File: src/verilog/fbrg_pkg.sv
// How it works
// RQ1 - prescaler divides oscillator clock by one or four
// RQ2 - divisor spans one to 65536 minus sixteenth
// RQ3 - one sampling tick feeds transmitter and receiver
// RQ4 - reset loads low byte one, others zero
// RQ5 - high and low bytes form integer divisor
// RQ6 - fraction low nibble gives sixteenths
// RQ7 - fraction bits five, four select oversampling
// RQ8 - 8X doubles, 4X quadruples the rate
// RQ9 - divide-by-four prescaler quarters the rate
// RQ10 - 8X odd fraction may jitter one sixteenth
// RQ11 - 4X odd fraction may jitter one eighth
// RQ12 - software splits divisor into the three bytes
// RQ13 - register access never waits on rate clock
// RQ14 - reset restores divisor registers and outputs
// RQ15 - bit time is 16, 8 or 4 ticks
// RQ16 - fraction lengthens that many periods per sixteen
// RQ17 - integer part zero behaves as one
package fbrg_pkg;

  // ****************************************************************
  // clock and reset timing
  // ****************************************************************
  localparam int CLK_PERIOD_NS = 20;
  localparam int RESET_MIN_NS = 40;
  localparam int RESET_MIN_CYC =
    (RESET_MIN_NS + CLK_PERIOD_NS - 1) / CLK_PERIOD_NS;

  // ****************************************************************
  // reset values of the divisor registers
  // ****************************************************************
  localparam logic [7:0] DLOW_RESET = 8'h01;
  localparam logic [7:0] DHIGH_RESET = 8'h00;
  localparam logic [7:0] DFRAC_RESET = 8'h00;

  // ****************************************************************
  // field positions in the fraction and sampling register
  // ****************************************************************
  localparam int FRAC_LSB = 0;
  localparam int FRAC_W = 4;
  localparam int MODE_LSB = 4;
  localparam int MODE_W = 2;
  // prescaler select position in the modem control register
  localparam int PRESC_BIT = 7;

  // ****************************************************************
  // read selector codes
  // ****************************************************************
  localparam logic [1:0] RSEL_LOW = 2'h0;
  localparam logic [1:0] RSEL_HIGH = 2'h1;
  localparam logic [1:0] RSEL_FRAC = 2'h2;

  // ****************************************************************
  // sampling modes and bit lengths in sampling ticks
  // ****************************************************************
  typedef enum logic [1:0] {
    FBRG_X16 = 2'b00,
    FBRG_X8 = 2'b01,
    FBRG_X4 = 2'b10,
    FBRG_XRSV = 2'b11
  } fbrg_mode_t;

  localparam logic [4:0] BITLEN_X16 = 5'h10;
  localparam logic [4:0] BITLEN_X8 = 5'h08;
  localparam logic [4:0] BITLEN_X4 = 5'h04;

  // ****************************************************************
  // carriers
  // ****************************************************************
  typedef struct packed {
    logic low_we;
    logic high_we;
    logic frac_we;
    logic [7:0] data;
  } fbrg_wr_t;

  typedef struct packed {
    logic [7:0] divisor_low_byte;
    logic [7:0] divisor_high_byte;
    logic [7:0] divisor_fraction_and_sampling;
  } fbrg_cfg_t;

endpackage

File: src/verilog/fbrg_prescaler.sv
`timescale 1ns/1ps
module fbrg_prescaler
(
  input wire logic clk_sys_i,
  input wire logic srst_i,
  input wire logic by4_i,
  input wire logic restart_i,
  output logic tick_o
);
  import fbrg_pkg::*;

  logic [1:0] cnt_r;
  logic [1:0] cnt_nxt;
  logic tick_r;
  logic tick_nxt;

  // ****************************************************************
  // divide by one or by four
  // ****************************************************************

  // next count and enable pulse
  always_comb
  begin
    cnt_nxt = cnt_r + 2'h1;
    tick_nxt = 1'b1;
    // RQ1 select one or four
    if (by4_i)
    begin
      tick_nxt = (cnt_r == 2'h3);
    end
    if (restart_i)
    begin
      cnt_nxt = 2'h0;
      tick_nxt = 1'b0;
    end
  end

  // register stage
  always_ff @(posedge clk_sys_i)
  begin
    if (srst_i)
    begin
      cnt_r <= 2'h0;
      tick_r <= 1'b0;
    end
    else
    begin
      cnt_r <= cnt_nxt;
      tick_r <= tick_nxt;
    end
  end

  assign tick_o = tick_r;

endmodule // fbrg_prescaler

File: src/verilog/fbrg_core.sv
`timescale 1ns/1ps
module fbrg_core
(
  input wire logic clk_sys_i,
  input wire logic srst_i,
  input wire fbrg_pkg::fbrg_wr_t wr_i,
  input wire logic [7:0] modem_control_reg_i,
  input wire logic [1:0] rd_sel_i,
  output logic [7:0] rd_data_o,
  output fbrg_pkg::fbrg_cfg_t cfg_o,
  output logic sample_tick_o,
  output logic bit_tick_o
);
  import fbrg_pkg::*;

  // ****************************************************************
  // helper functions
  // ****************************************************************

  // integer part with zero promoted to one
  function automatic logic [15:0] int_divisor(input logic [7:0] hi,
                                               input logic [7:0] lo);
    logic [15:0] raw;
    raw = {hi, lo};
    // RQ17 zero acts as one
    if (raw == 16'h0000)
    begin
      raw = 16'h0001;
    end
    return raw;
  endfunction

  // sixteenths from the fraction register
  function automatic logic [3:0] frac_of(input logic [7:0] reg_v);
    return reg_v[FRAC_LSB +: FRAC_W];
  endfunction

  // sampling mode from the fraction register
  function automatic fbrg_mode_t mode_of(input logic [7:0] reg_v);
    return fbrg_mode_t'(reg_v[MODE_LSB +: MODE_W]);
  endfunction

  // ticks per bit for a mode
  function automatic logic [4:0] bit_len(input fbrg_mode_t m);
    logic [4:0] len;
    len = BITLEN_X16;
    unique case (m)
      FBRG_X16: len = BITLEN_X16;
      FBRG_X8: len = BITLEN_X8;
      FBRG_X4: len = BITLEN_X4;
      FBRG_XRSV: len = BITLEN_X16;
    endcase
    return len;
  endfunction

  // ****************************************************************
  // divisor register file
  // ****************************************************************

  logic [7:0] low_r;
  logic [7:0] low_nxt;
  logic [7:0] high_r;
  logic [7:0] high_nxt;
  logic [7:0] frac_r;
  logic [7:0] frac_nxt;
  logic restart_w;

  // writes land at once, no rate clock needed
  always_comb
  begin
    low_nxt = low_r;
    high_nxt = high_r;
    frac_nxt = frac_r;
    // RQ13 direct register write
    if (wr_i.low_we)
    begin
      low_nxt = wr_i.data;
    end
    if (wr_i.high_we)
    begin
      high_nxt = wr_i.data;
    end
    if (wr_i.frac_we)
    begin
      frac_nxt = wr_i.data;
    end
  end

  // any divisor write restarts the divider chain
  assign restart_w = wr_i.low_we | wr_i.high_we | wr_i.frac_we;

  // register stage with reset defaults
  always_ff @(posedge clk_sys_i)
  begin
    // RQ4 divisor resets to one
    if (srst_i)
    begin
      low_r <= DLOW_RESET;
      high_r <= DHIGH_RESET;
      frac_r <= DFRAC_RESET;
    end
    else
    begin
      low_r <= low_nxt;
      high_r <= high_nxt;
      frac_r <= frac_nxt;
    end
  end

  // ****************************************************************
  // prescaler
  // ****************************************************************

  logic presc_tick_w;

  // RQ9 quarter rate when set
  fbrg_prescaler u_presc
  (
    .clk_sys_i(clk_sys_i),
    .srst_i(srst_i),
    .by4_i(modem_control_reg_i[PRESC_BIT]),
    .restart_i(restart_w),
    .tick_o(presc_tick_w)
  );

  // ****************************************************************
  // fractional rate divider
  // ****************************************************************

  logic [16:0] cnt_r;
  logic [16:0] cnt_nxt;
  logic [3:0] acc_r;
  logic [3:0] acc_nxt;
  logic ext_r;
  logic ext_nxt;
  logic sample_r;
  logic sample_nxt;
  logic [16:0] last_w;
  logic [4:0] acc_sum_w;

  // RQ5 integer from both bytes
  assign last_w = {1'b0, int_divisor(high_r, low_r)} - 17'h00001
                  + {16'h0000, ext_r};

  // RQ6 sixteenths accumulate
  assign acc_sum_w = {1'b0, acc_r} + {1'b0, frac_of(frac_r)};

  // count prescaled ticks, stretch some periods by one
  always_comb
  begin
    cnt_nxt = cnt_r;
    acc_nxt = acc_r;
    ext_nxt = ext_r;
    sample_nxt = 1'b0;
    if (restart_w)
    begin
      cnt_nxt = 17'h00000;
      acc_nxt = 4'h0;
      ext_nxt = 1'b0;
    end
    else if (presc_tick_w)
    begin
      // RQ2 period reaches divisor
      if (cnt_r >= last_w)
      begin
        cnt_nxt = 17'h00000;
        sample_nxt = 1'b1;
        // RQ16 carry spreads stretches
        acc_nxt = acc_sum_w[3:0];
        ext_nxt = acc_sum_w[4];
      end
      else
      begin
        cnt_nxt = cnt_r + 17'h00001;
      end
    end
  end

  // register stage
  always_ff @(posedge clk_sys_i)
  begin
    if (srst_i)
    begin
      cnt_r <= 17'h00000;
      acc_r <= 4'h0;
      ext_r <= 1'b0;
      sample_r <= 1'b0;
    end
    else
    begin
      cnt_r <= cnt_nxt;
      acc_r <= acc_nxt;
      ext_r <= ext_nxt;
      sample_r <= sample_nxt;
    end
  end

  // ****************************************************************
  // bit time counter
  // ****************************************************************

  logic [3:0] bcnt_r;
  logic [3:0] bcnt_nxt;
  logic bit_r;
  logic bit_nxt;
  logic [4:0] len_w;

  // RQ7 mode picks oversampling
  assign len_w = bit_len(mode_of(frac_r));

  // count sampling ticks per bit
  always_comb
  begin
    bcnt_nxt = bcnt_r;
    bit_nxt = 1'b0;
    if (restart_w)
    begin
      bcnt_nxt = 4'h0;
    end
    else if (sample_r)
    begin
      // RQ15 ticks per bit
      if ({1'b0, bcnt_r} >= len_w - 5'h01)
      begin
        bcnt_nxt = 4'h0;
        // RQ8 fewer ticks, faster bit
        bit_nxt = 1'b1;
      end
      else
      begin
        bcnt_nxt = bcnt_r + 4'h1;
      end
    end
  end

  // register stage
  always_ff @(posedge clk_sys_i)
  begin
    if (srst_i)
    begin
      bcnt_r <= 4'h0;
      bit_r <= 1'b0;
    end
    else
    begin
      bcnt_r <= bcnt_nxt;
      bit_r <= bit_nxt;
    end
  end

  // ****************************************************************
  // register read back
  // ****************************************************************

  logic [7:0] rd_r;
  logic [7:0] rd_nxt;

  // select register, others read zero
  always_comb
  begin
    rd_nxt = 8'h00;
    unique case (rd_sel_i)
      RSEL_LOW: rd_nxt = low_r;
      RSEL_HIGH: rd_nxt = high_r;
      RSEL_FRAC: rd_nxt = frac_r;
      default: rd_nxt = 8'h00;
    endcase
  end

  // register stage
  always_ff @(posedge clk_sys_i)
  begin
    // RQ14 outputs to defaults
    if (srst_i)
    begin
      rd_r <= 8'h00;
    end
    else
    begin
      rd_r <= rd_nxt;
    end
  end

  // ****************************************************************
  // outputs
  // ****************************************************************

  // configuration straight from the registers
  assign cfg_o.divisor_low_byte = low_r;
  assign cfg_o.divisor_high_byte = high_r;
  assign cfg_o.divisor_fraction_and_sampling = frac_r;
  assign rd_data_o = rd_r;

  // RQ3 one tick for both sides
  assign sample_tick_o = sample_r;
  // RQ10 RQ11 jitter from stretch pattern
  assign bit_tick_o = bit_r;

endmodule // fbrg_core

File: config.mk
export PLATFORM = sky130hd
export DESIGN_NAME = fbrg_core
export DESIGN_NICKNAME = d
export VERILOG_FILES = /design/src/verilog/fbrg_pkg.sv /design/src/verilog/fbrg_prescaler.sv /design/src/verilog/fbrg_core.sv
export SDC_FILE = /design/constraint.sdc
export NUM_CORES = 1
export LEC_CHECK = 0
export BUFFER_PORTS_ARGS = -buffer_cell sky130_fd_sc_hd__clkbuf_2
export CORE_MARGIN = 5
export CORE_UTILIZATION = 40
export DETAILED_ROUTE_END_ITERATION = 10
export HOLD_SLACK_MARGIN = 0.06
export PLACE_DENSITY = 0.69
export SYNTH_ARGS = -nofsm -noshare
export SYNTH_HDL_FRONTEND = slang
export SYNTH_SLANG_ARGS = --single-unit
File: constraint.sdc
create_clock -name clk_sys_i -period 5.85 [get_ports clk_sys_i]
set_clock_uncertainty 0.15 [all_clocks]
set_input_delay 0.2925 -clock clk_sys_i [delete_from_list [all_inputs] [get_ports clk_sys_i]]
set_output_delay 0.2925 -clock clk_sys_i [all_outputs]
set_load 0.05 [all_outputs]
* Yosys cells after proc, flatten, opt, wreduce, memory -nomap -nowiden
Cells that the tools add are included.
** Word-level totals
- Register bits after elaboration :: 63
** Cells by class
- Add/subtract/negate cells :: 7
- Magnitude comparators :: 2
- Equality and inequality tests :: 6
- Muxes and demuxes :: 8
- Bitwise gates (word level) :: 4
- Reduce and logical (&&, ||, !) cells :: 8
** Operators with widths (number)
- 8-bit one-hot mux with 3 select lines :: 1
- 17-bit by 1-bit adder with 17-bit output :: 1
- 17-bit by 1-bit adder with 17-bit output (second input constant) :: 1
- 17-bit >= comparator :: 1
- 17-bit 2-to-1 mux :: 1
- 16-bit by 1-bit subtractor with 17-bit output (second input constant) :: 1
- 16-bit zero test :: 1
- 16-bit 2-to-1 mux :: 1
- 5-bit one-hot mux with 3 select lines :: 1
- 2-bit == test (second input constant) :: 4
- 3-bit OR reduction :: 2
- 4-bit by 4-bit adder with 5-bit output :: 1
- 4-bit by 5-bit >= comparator with 1-bit output :: 1
- 5-bit by 1-bit subtractor with 5-bit output (second input constant) :: 1
- 4-bit by 1-bit adder with 4-bit output (second input constant) :: 1
- 2-bit by 1-bit == test with 1-bit output (second input constant) :: 2
- 2-bit zero test :: 2
- 4-bit 2-to-1 mux :: 1
- 2-bit OR reduction :: 2
- 1-bit 2-to-1 mux :: 3
- 2-bit by 1-bit adder with 2-bit output (second input constant) :: 1
- 1-bit NOT :: 2
- 1-bit bitwise OR :: 2
- 2-bit AND reduction :: 1

* Depth between registers and ports, before layout
Gate-level depths: netlist of the first run.
- Word-level depth :: 6
- Gate-level depth with buffers :: 20
- Gate-level depth less buffers :: 18

* Hierarchy
Synthesis of the first run repeated with hierarchy kept, for this count alone.
** Second synthesis, totals
- Cells, all modules :: 384
- Area, all modules :: 3492.1 µm²
** By module, submodules not included
- fbrg_core :: times used 1, cells each 376, area each 3380.7 µm²
- fbrg_prescaler :: times used 1, cells each 8, area each 111.4 µm²

* Worst setup path after synthesis of the first run
OpenSTA, ideal clock, no wires.
- Kind :: register to register
- Start point :: reg high_r[0]
- End point :: reg cnt_r[10]
- Data arrival time :: 4.084 ns
- Data required time :: 5.562 ns
- Slack :: 1.478 ns
- Cell stages (with the launch flop) :: 21
- Clock period less this slack :: 4.372 ns
- Cell sequence :: dfxtp_1 -> nor2_1 -> nand2_1 -> or4_1 -> nor2_1 -> a41oi_1 -> ha_1 -> ha_1 -> nor3b_1 -> nand2b_1 -> nor4_2 -> nand3_1 -> xor2_1 -> ha_1 -> nand4_1 -> nor4_1 -> o211a_1 -> a211o_1 -> buf_6 -> buf_12 -> nor3_2
** Between the ends
- Longest elaborated chain between the ends :: 6
** RTL lines
- start: declaration :: RTL line fbrg_core.sv:62 : logic [7:0] high_r;
- start signal: assignment :: RTL line fbrg_core.sv:105 : high_r <= high_nxt;
- 16-bit zero test :: RTL line fbrg_core.sv:26 : if (raw == 16'h0000)
- 16-bit 2-to-1 mux * :: RTL line fbrg_core.sv:26
- 16-bit by 1-bit subtractor with 17-bit output * :: RTL line fbrg_core.sv:142 : assign last_w = {1'b0, int_divisor(high_r, low_r)} - 17'h00001
- 17-bit by 1-bit adder with 17-bit output * :: RTL line fbrg_core.sv:143 : + {16'h0000, ext_r};
- 17-bit >= comparator * :: RTL line fbrg_core.sv:164 : if (cnt_r >= last_w)
- 17-bit 2-to-1 mux * :: RTL line fbrg_core.sv:164
- end signal: assignment :: RTL line fbrg_core.sv:191 : cnt_r <= cnt_nxt;
- end: declaration :: RTL line fbrg_core.sv:130 : logic [16:0] cnt_r;
Every way passes the cells marked *; elsewhere a longest branch is shown, timed or not.
A chain may end at the register's enable or synchronous reset.

* Final worst setup path of the first run
- Start point :: reg high_r[0]
- End point :: reg acc_r[1]
** Between the ends
- Longest elaborated chain between the ends :: 6
** RTL lines
- 16-bit zero test :: RTL line fbrg_core.sv:26
- 16-bit 2-to-1 mux * :: RTL line fbrg_core.sv:26
- 16-bit by 1-bit subtractor with 17-bit output * :: RTL line fbrg_core.sv:142
- 17-bit by 1-bit adder with 17-bit output * :: RTL line fbrg_core.sv:143
- 17-bit >= comparator * :: RTL line fbrg_core.sv:164
- 2-bit AND reduction (no source line) *
- end signal: assignment :: RTL line fbrg_core.sv:192 : acc_r <= acc_nxt;
- end: declaration :: RTL line fbrg_core.sv:132 : logic [3:0] acc_r;
Marks and branches as above.

==> metrics.txt, run 1 <==
Post-layout nets between 400 and 500; IO Port Bufs between 40 and 50; status complete, no violations; count of antenna diodes in the layout 0; max-slew headroom at the worst pin 30.23%; DPL Wire Length 5926 um; Unique masters post-synth 45; TritonCTS Buffers 9; pin count of the biggest net entering global routing 35; number of enable-type register cells in the synthesized netlist 0; critical path type register to register; # resized after CTS 0; synthesized area per cell 9.054 um2; drt first pass iters 4; instance count of the mapped netlist 381; Max FO, Critical Path 18; Die Ht between 100 and 150 um; layout overhead on the synthesized area 16.39%; instance area after placement 3741 um2; Routability Congestion 0.8542; number of max-slew violations in the final report 0; maximum root-to-sink buffer count 2; Congestion Overflow GR 0; Yosys reg bits 63; std cell rows 33; number of cells in the finished layout apart from fillers roughly 540; worst reg2reg startpoint high_r[0]; Pwr Density about 270 nW/um2; number of DRC violations after detailed routing 0; count of boundary I/O pins 57; proportion of layout cells with a drive suffix above 1 18.29%; kind of capture point of the worst setup path register; die boundary width between 100 and 150 um; setup bufs post-CTS 0; H-Tree Depth 3; Pleak 0.001749 uW; transition at the pin with the smallest max-transition slack 1.047 ns; critical path launch point type register; cell at the root of the clock tree clkbuf_8; post-CTS clock slew at the launch and capture registers of the worst setup and hold paths roughly 0.08 ns; final design area excluding fillers 4015 um2; number of max-capacitance violations reported 0; post-synthesis instance area 3450 um2; WL final 7808 um; data required time at the worst endpoint around 6 ns; IR drop worst, VDD 0.0001425 V; vias in the first global route 2537; sequential cell area fraction in the yosys report 36.56%; unrepaired setup endpoints after global routing no; final-layout fill cell count 804; FMAX 197.3 MHz; initial antenna violation count 0; origin of the worst setup path high_r[0]; via count 2751; core region area 8299 um2; net count after synthesis 433; arrival time reported for the critical path endpoint 5.10 ns; total chip power 1074 uW; clock network latency to the later pin of the worst-skew pair 0.35 ns; Reg2Reg Capture Point acc_r[1]; share of the cycle needed by the critical path after routing 86.62%; Setup violations, final 0; Sum Neg Setup Slack 0 ns; logic depth of the worst register-to-register path 18; Synth warnings 0; Worst setup endpoint acc_r[1]; first-pass GRT wire length 12270 um; starting density of the core between 40% and 50%; worst hold path class primary input to register; ys flop type dfxtp_1; Post-synth ARST share 0%; setup slack, reg-to-reg between 0.7 and 0.8 ns; per-cell routed wire length 14.54 um; overall die area between 10000 and 15000 um2; clock sinks 63; number of placed instances, taps included 518; drt initial violations 134; CTS tree done; overall routing resource usage 15.18%; final count of hold timing violations 0; Antenna Violating Nets Remaining 0; DR vias/cell roughly 5; final critical delay including setup and external delays ~5 ns
[routing by layer]
metal  GRT usage, %  up-vias  wire, um
met2          23.49       67      3569
met3          4.804        4       553
li1               -     1410         -
met1          20.00     1270      3613
met5              0        -         0
met4          5.378        0        71
[worst min path at each step]
stage	end	from	cells past startpoint
finish	high_r[6]	wr_i[6]	3
global route	frac_r[1]	wr_i[1]	3
CTS	high_r[6]	wr_i[6]	3
detailed placement	u_presc.cnt_r[0]	u_presc.cnt_r[0]	1
global placement	u_presc.cnt_r[0]	u_presc.cnt_r[0]	1
floorplan	u_presc.tick_o	modem_control_reg_i[7]	1
[power by group]
group	switching, uW	internal, uW
combinational	105	49.9
sequential	17.8	441
clock	176	284
[sequential cells by signal (all words and copies together) (netlist names)]
register / cells
high_r: 8
sample_tick_o: 1
rd_data_o: 8
acc_r: 4
u_presc.tick_o: 1
u_presc.cnt_r: 2
frac_r: 8
low_r: 8
bit_tick_o: 1
cnt_r: 17
bcnt_r: 4
ext_r: 1
[layout make-up]
| type | count | area (um2) | area share [%] |
|---|---|---|---|
| clock buffer | 9 | 123.9 | 3.085 |
| clock inverter | 7 | 120.1 | 2.992 |
| inverter | 16 | 60.06 | 1.496 |
| multi-input combinational | 284 | 2036 | 50.70 |
| sequential | 63 | 1261 | 31.41 |
| tap | 105 | 131.4 | 3.272 |
| timing repair buffer | 53 | 282.8 | 7.043 |
[critical path, stage by stage, from the launching register on]
cell and delay [ns]:
dfxtp_1 0.49, nor2_1 0.14, nand2_1 0.10, or4_1 0.12, nor2_1 0.07, a41oi_1 0.25, ha_1 0.24, ha_1 0.21
nor3b_1 0.30, nand2b_1 0.16, nor4_2 0.39, nand3_1 0.16, xor2_1 0.19, ha_1 0.33, nand4_1 0.16, nor4_1 0.33
o211a_1 0.26, a211o_1 0.68, a211oi_1 0.17
[Yosys cell counts, types with 4 or more instances]
cell	n	area, um2
nor3_1	11	55.05
inv_1	16	60.06
ha_1	28	350.3
xnor2_1	21	183.9
clkbuf_1	14	52.55
xor2_1	14	122.6
nor4_1	4	25.02
mux2i_1	36	360.4
nand3_1	8	40.04
nor2b_1	5	31.28
o21ai_0	7	35.03
nor2_1	60	225.2
dfxtp_1	63	1261
a21o_1	5	37.54
nand2_1	22	82.58
nand4_1	8	50.05
nor3_2	9	90.09
a21oi_1	16	80.08
[placed cells by master (no fill, tap or decap), drive strengths merged, types with 2 or more instances in the layout]
master / netlist / layout
dfxtp: 63 / 63
and4: 2 / 2
or4: 2 / 2
inv: 16 / 17
nor2b: 5 / 5
and3: 2 / 2
nand2: 22 / 22
clkinv: 0 / 2
xnor2: 21 / 21
nor4: 5 / 5
mux2i: 36 / 36
and2: 3 / 3
a211oi: 2 / 2
bufinv: 0 / 3
o21ai: 7 / 7
nand3: 8 / 8
nand3b: 3 / 3
a21oi: 16 / 16
dlygate4sd3: 0 / 3
a211o: 2 / 2
clkbuf: 14 / 58
ha: 28 / 28
nand4: 8 / 8
xor2: 14 / 14
nor2: 60 / 60
nor3: 21 / 21
a21o: 5 / 5
[through the flow]
stage | setup WS [ns] | hold slack (ns) | utilization, %
6_report | 0.7825 | 0.08858 | 48.38
5_1_grt | 0.4560 | 0.09844 | 48.38
4_1_cts | 0.8198 | 0.06496 | 48.38
3_5_place_dp | 0.8593 | 0.2647 | 45.08
3_3_place_gp | 1.048 | 0.2563 | 45.08
2_1_floorplan | 1.478 | 0.2384 | -
[cells by family (layout without fill, tap and decap cells)]
| group | count (synthesis) | in the layout | share of synthesized area (%) |
|---|---|---|---|
| muxes | 36 | 36 | 10.45 |
| and+or+nand+nor | 143 | 143 | 21.15 |
| adders and majority gates | 29 | 29 | 10.74 |
| buffers and inverters | 34 | 85 | 4.425 |
| AOI/OAI and AO/OA | 41 | 41 | 7.799 |
| xor gates and xnor gates | 35 | 35 | 8.887 |
| DFF | 63 | 63 | 36.56 |
[what timing repair did]
action	4_1_cts	5_1_grt
hold endpoints to repair	4	0
endpoints found under the setup margin	0	0
hold buffers	3	0
Note: power is estimated with default switching activity, not from simulation.
==> run 2: changes to the inputs <==
--- a/config.mk
+++ b/config.mk
@@ -10,7 +10,7 @@
 export CORE_UTILIZATION = 40
 export DETAILED_ROUTE_END_ITERATION = 10
 export HOLD_SLACK_MARGIN = 0.06
-export PLACE_DENSITY = 0.69
+export PLACE_DENSITY = 0.71
 export SYNTH_ARGS = -nofsm -noshare
 export SYNTH_HDL_FRONTEND = slang
 export SYNTH_SLANG_ARGS = --single-unit
==> constraint.sdc (replaced) <==
create_clock -name clk_sys_i -period 4.6 [get_ports clk_sys_i]
set_clock_uncertainty 0.15 [all_clocks]
set_input_delay 0.23 -clock clk_sys_i [delete_from_list [all_inputs] [get_ports clk_sys_i]]
set_output_delay 0.23 -clock clk_sys_i [all_outputs]
set_load 0.05 [all_outputs]
==> run 2 against run 1 <==
Die area stayed put. Largest cell class unchanged. First-iteration DRC count down 26%. Critical path depth did not move. Cell count up 2.8%. Largest power group is now registers.
==> metrics.txt, run 2 (synthesis gave the netlist of run 1 again) <==
slowest CP cell or4_1; cell at the root of the clock tree clkbuf_8; layout overhead on the synthesized area 20.13%; most frequent standard cell in the layout excluding fill and tap cells dfxtp_1; unrepaired setup endpoints after global routing no; FMAX 231.9 MHz; share of the cycle needed by the critical path after routing 93.73%; overall die area 10580 um2; std cell rows 33; post-CTS clock slew at the launch and capture registers of the worst setup and hold paths 0.08 ns; critical path launch point type register; vias in the first global route 2823; DR vias/cell 5.188; transition at the pin with the smallest max-transition slack between 1 and 1.5 ns; IO Port Bufs 49; status complete, no violations; arrival time reported for the critical path endpoint 4.41 ns; Setup violations, final 0; critical path type register to register; clock sinks 63; first-pass GRT wire length 13520 um; number of max-slew violations in the final report 0; pin count of the biggest net entering global routing 35; Max FO, Critical Path 3; WL final between 8000 and 9000 um; die boundary width 102.9 um; initial antenna violation count 0; register name with the most flops cnt_r; starting density of the core ~42%; drt initial violations 99; count of antenna diodes in the layout 0; final critical delay including setup and external delays around 4.3 ns; count of boundary I/O pins 57; Pwr Density 321.2 nW/um2; Pleak 0.001820 uW; number of max-capacitance violations reported 0; proportion of layout cells with a drive suffix above 1 20.58%; instance area after placement 3814 um2; maximum root-to-sink buffer count 2; Post-layout nets around 490; drt first pass iters 4; H-Tree Depth 3; final-layout fill cell count 776; most frequent cells in the layout dfxtp_1 (63), nor2_1 (58), clkbuf_2 (49); kind of capture point of the worst setup path register; core region area 8299 um2; Congestion Overflow GR 0; flip-flop count of the largest register after layout 17; Antenna Violating Nets Remaining 0; setup slack, reg-to-reg 0.29 ns; max-slew headroom at the worst pin 28.59%; final design area excluding fillers 4144 um2; Die Ht 102.9 um; CTS tree done; worst hold path class primary input to register; IR drop worst, VDD about 0.00019 V; Routability Congestion 0.8027; Sum Neg Setup Slack 0 ns; final count of hold timing violations 0; via count 2864; clock network latency to the later pin of the worst-skew pair 0.35 ns; per-cell routed wire length 14.89 um; data required time at the worst endpoint 4.70 ns; number of DRC violations after detailed routing 0; TritonCTS Buffers 9; delay of the slowest critical-path stage 0.45 ns; overall routing resource usage between 15 and 20%; CP cell instances nor2_1 > nand2_1 > or4_1 > nor2_2 > a41oi_1 > ha_2 > ha_1 > nor3b_2 > nand2b_1 > nor2_1 > xnor2_1 > ha_1 > a21o_1 > a21o_1 > a221o_1 > a211o_1 > buf_4 > a211oi_1; DPL Wire Length between 6000 and 7000 um; utilization after layout about 50%
-- run 2: where the power goes --
group          internal (uW)  total (uW)  leakage, uW  switching, uW
logic                   72.3         213      0.00119            141
registers                561         580     0.000513           19.3
clock network            307         538     0.000114            231
-- run 2: repair_timing --
action                                  4_1_cts  5_1_grt
endpoints found under the setup margin        0       15
buffers inserted                              0        1
hold buffers                                  9        0
hold endpoints to repair                     24        0
resized for setup                             0        6
-- run 2: path summary, 6_finish.rpt --
kind | startpoint | end | cells after the start
max | high_r[2] | acc_r[1] | 18
min | rd_sel_i[0] | rd_data_o[6] | 4
max reg2reg | high_r[2] | acc_r[1] | 18
min reg2reg | u_presc.cnt_r[0] | u_presc.cnt_r[0] | 1
-- run 2: per-stage QoR --
| step | instances | hold WS, ns | total power, uW | setup slack (ns) |
|---|---|---|---|---|
| after floorplan | 381 | 0.1759 | 739.6 | 0.2283 |
| after global placement | 526 | 0.2563 | 791.9 | 0.3929 |
| after detailed placement | 526 | 0.2645 | 796.7 | 0.2971 |
| after CTS | 551 | 0.1235 | 1343 | 0.2530 |
| after global routing | 552 | 0.1506 | 1389 | 0.01402 |
| final | 552 | 0.1363 | 1331 | 0.2885 |
-- run 2: layout make-up --
type	count	area (um2)	area share, %
sequential	63	1261	30.43
timing repair buffer	68	422.9	10.21
clock inverter	7	96.34	2.325
clock buffer	9	123.9	2.989
inverter	16	60.06	1.449
tap	105	131.4	3.170
multi-input combinational	284	2048	49.43
-- run 2: critical path, delay by kind of cell (launching register included) --
kind,cells,cell delay (ns)
xor+xnor,1,0.19
buf+inv,1,0.16
fa+ha+maj,3,0.68
compound gates,6,1.49
flops,1,0.31
simple gates,7,1.22
-- run 2: metal layers --
metal,share of wire (%),GRT usage (%),vias to the layer above
met4,0.97,4.781,0
met3,5.9,5.074,7
met2,46,27.11,65
met5,0,0,-
met1,47,21.31,1347
li1,-,-,1445
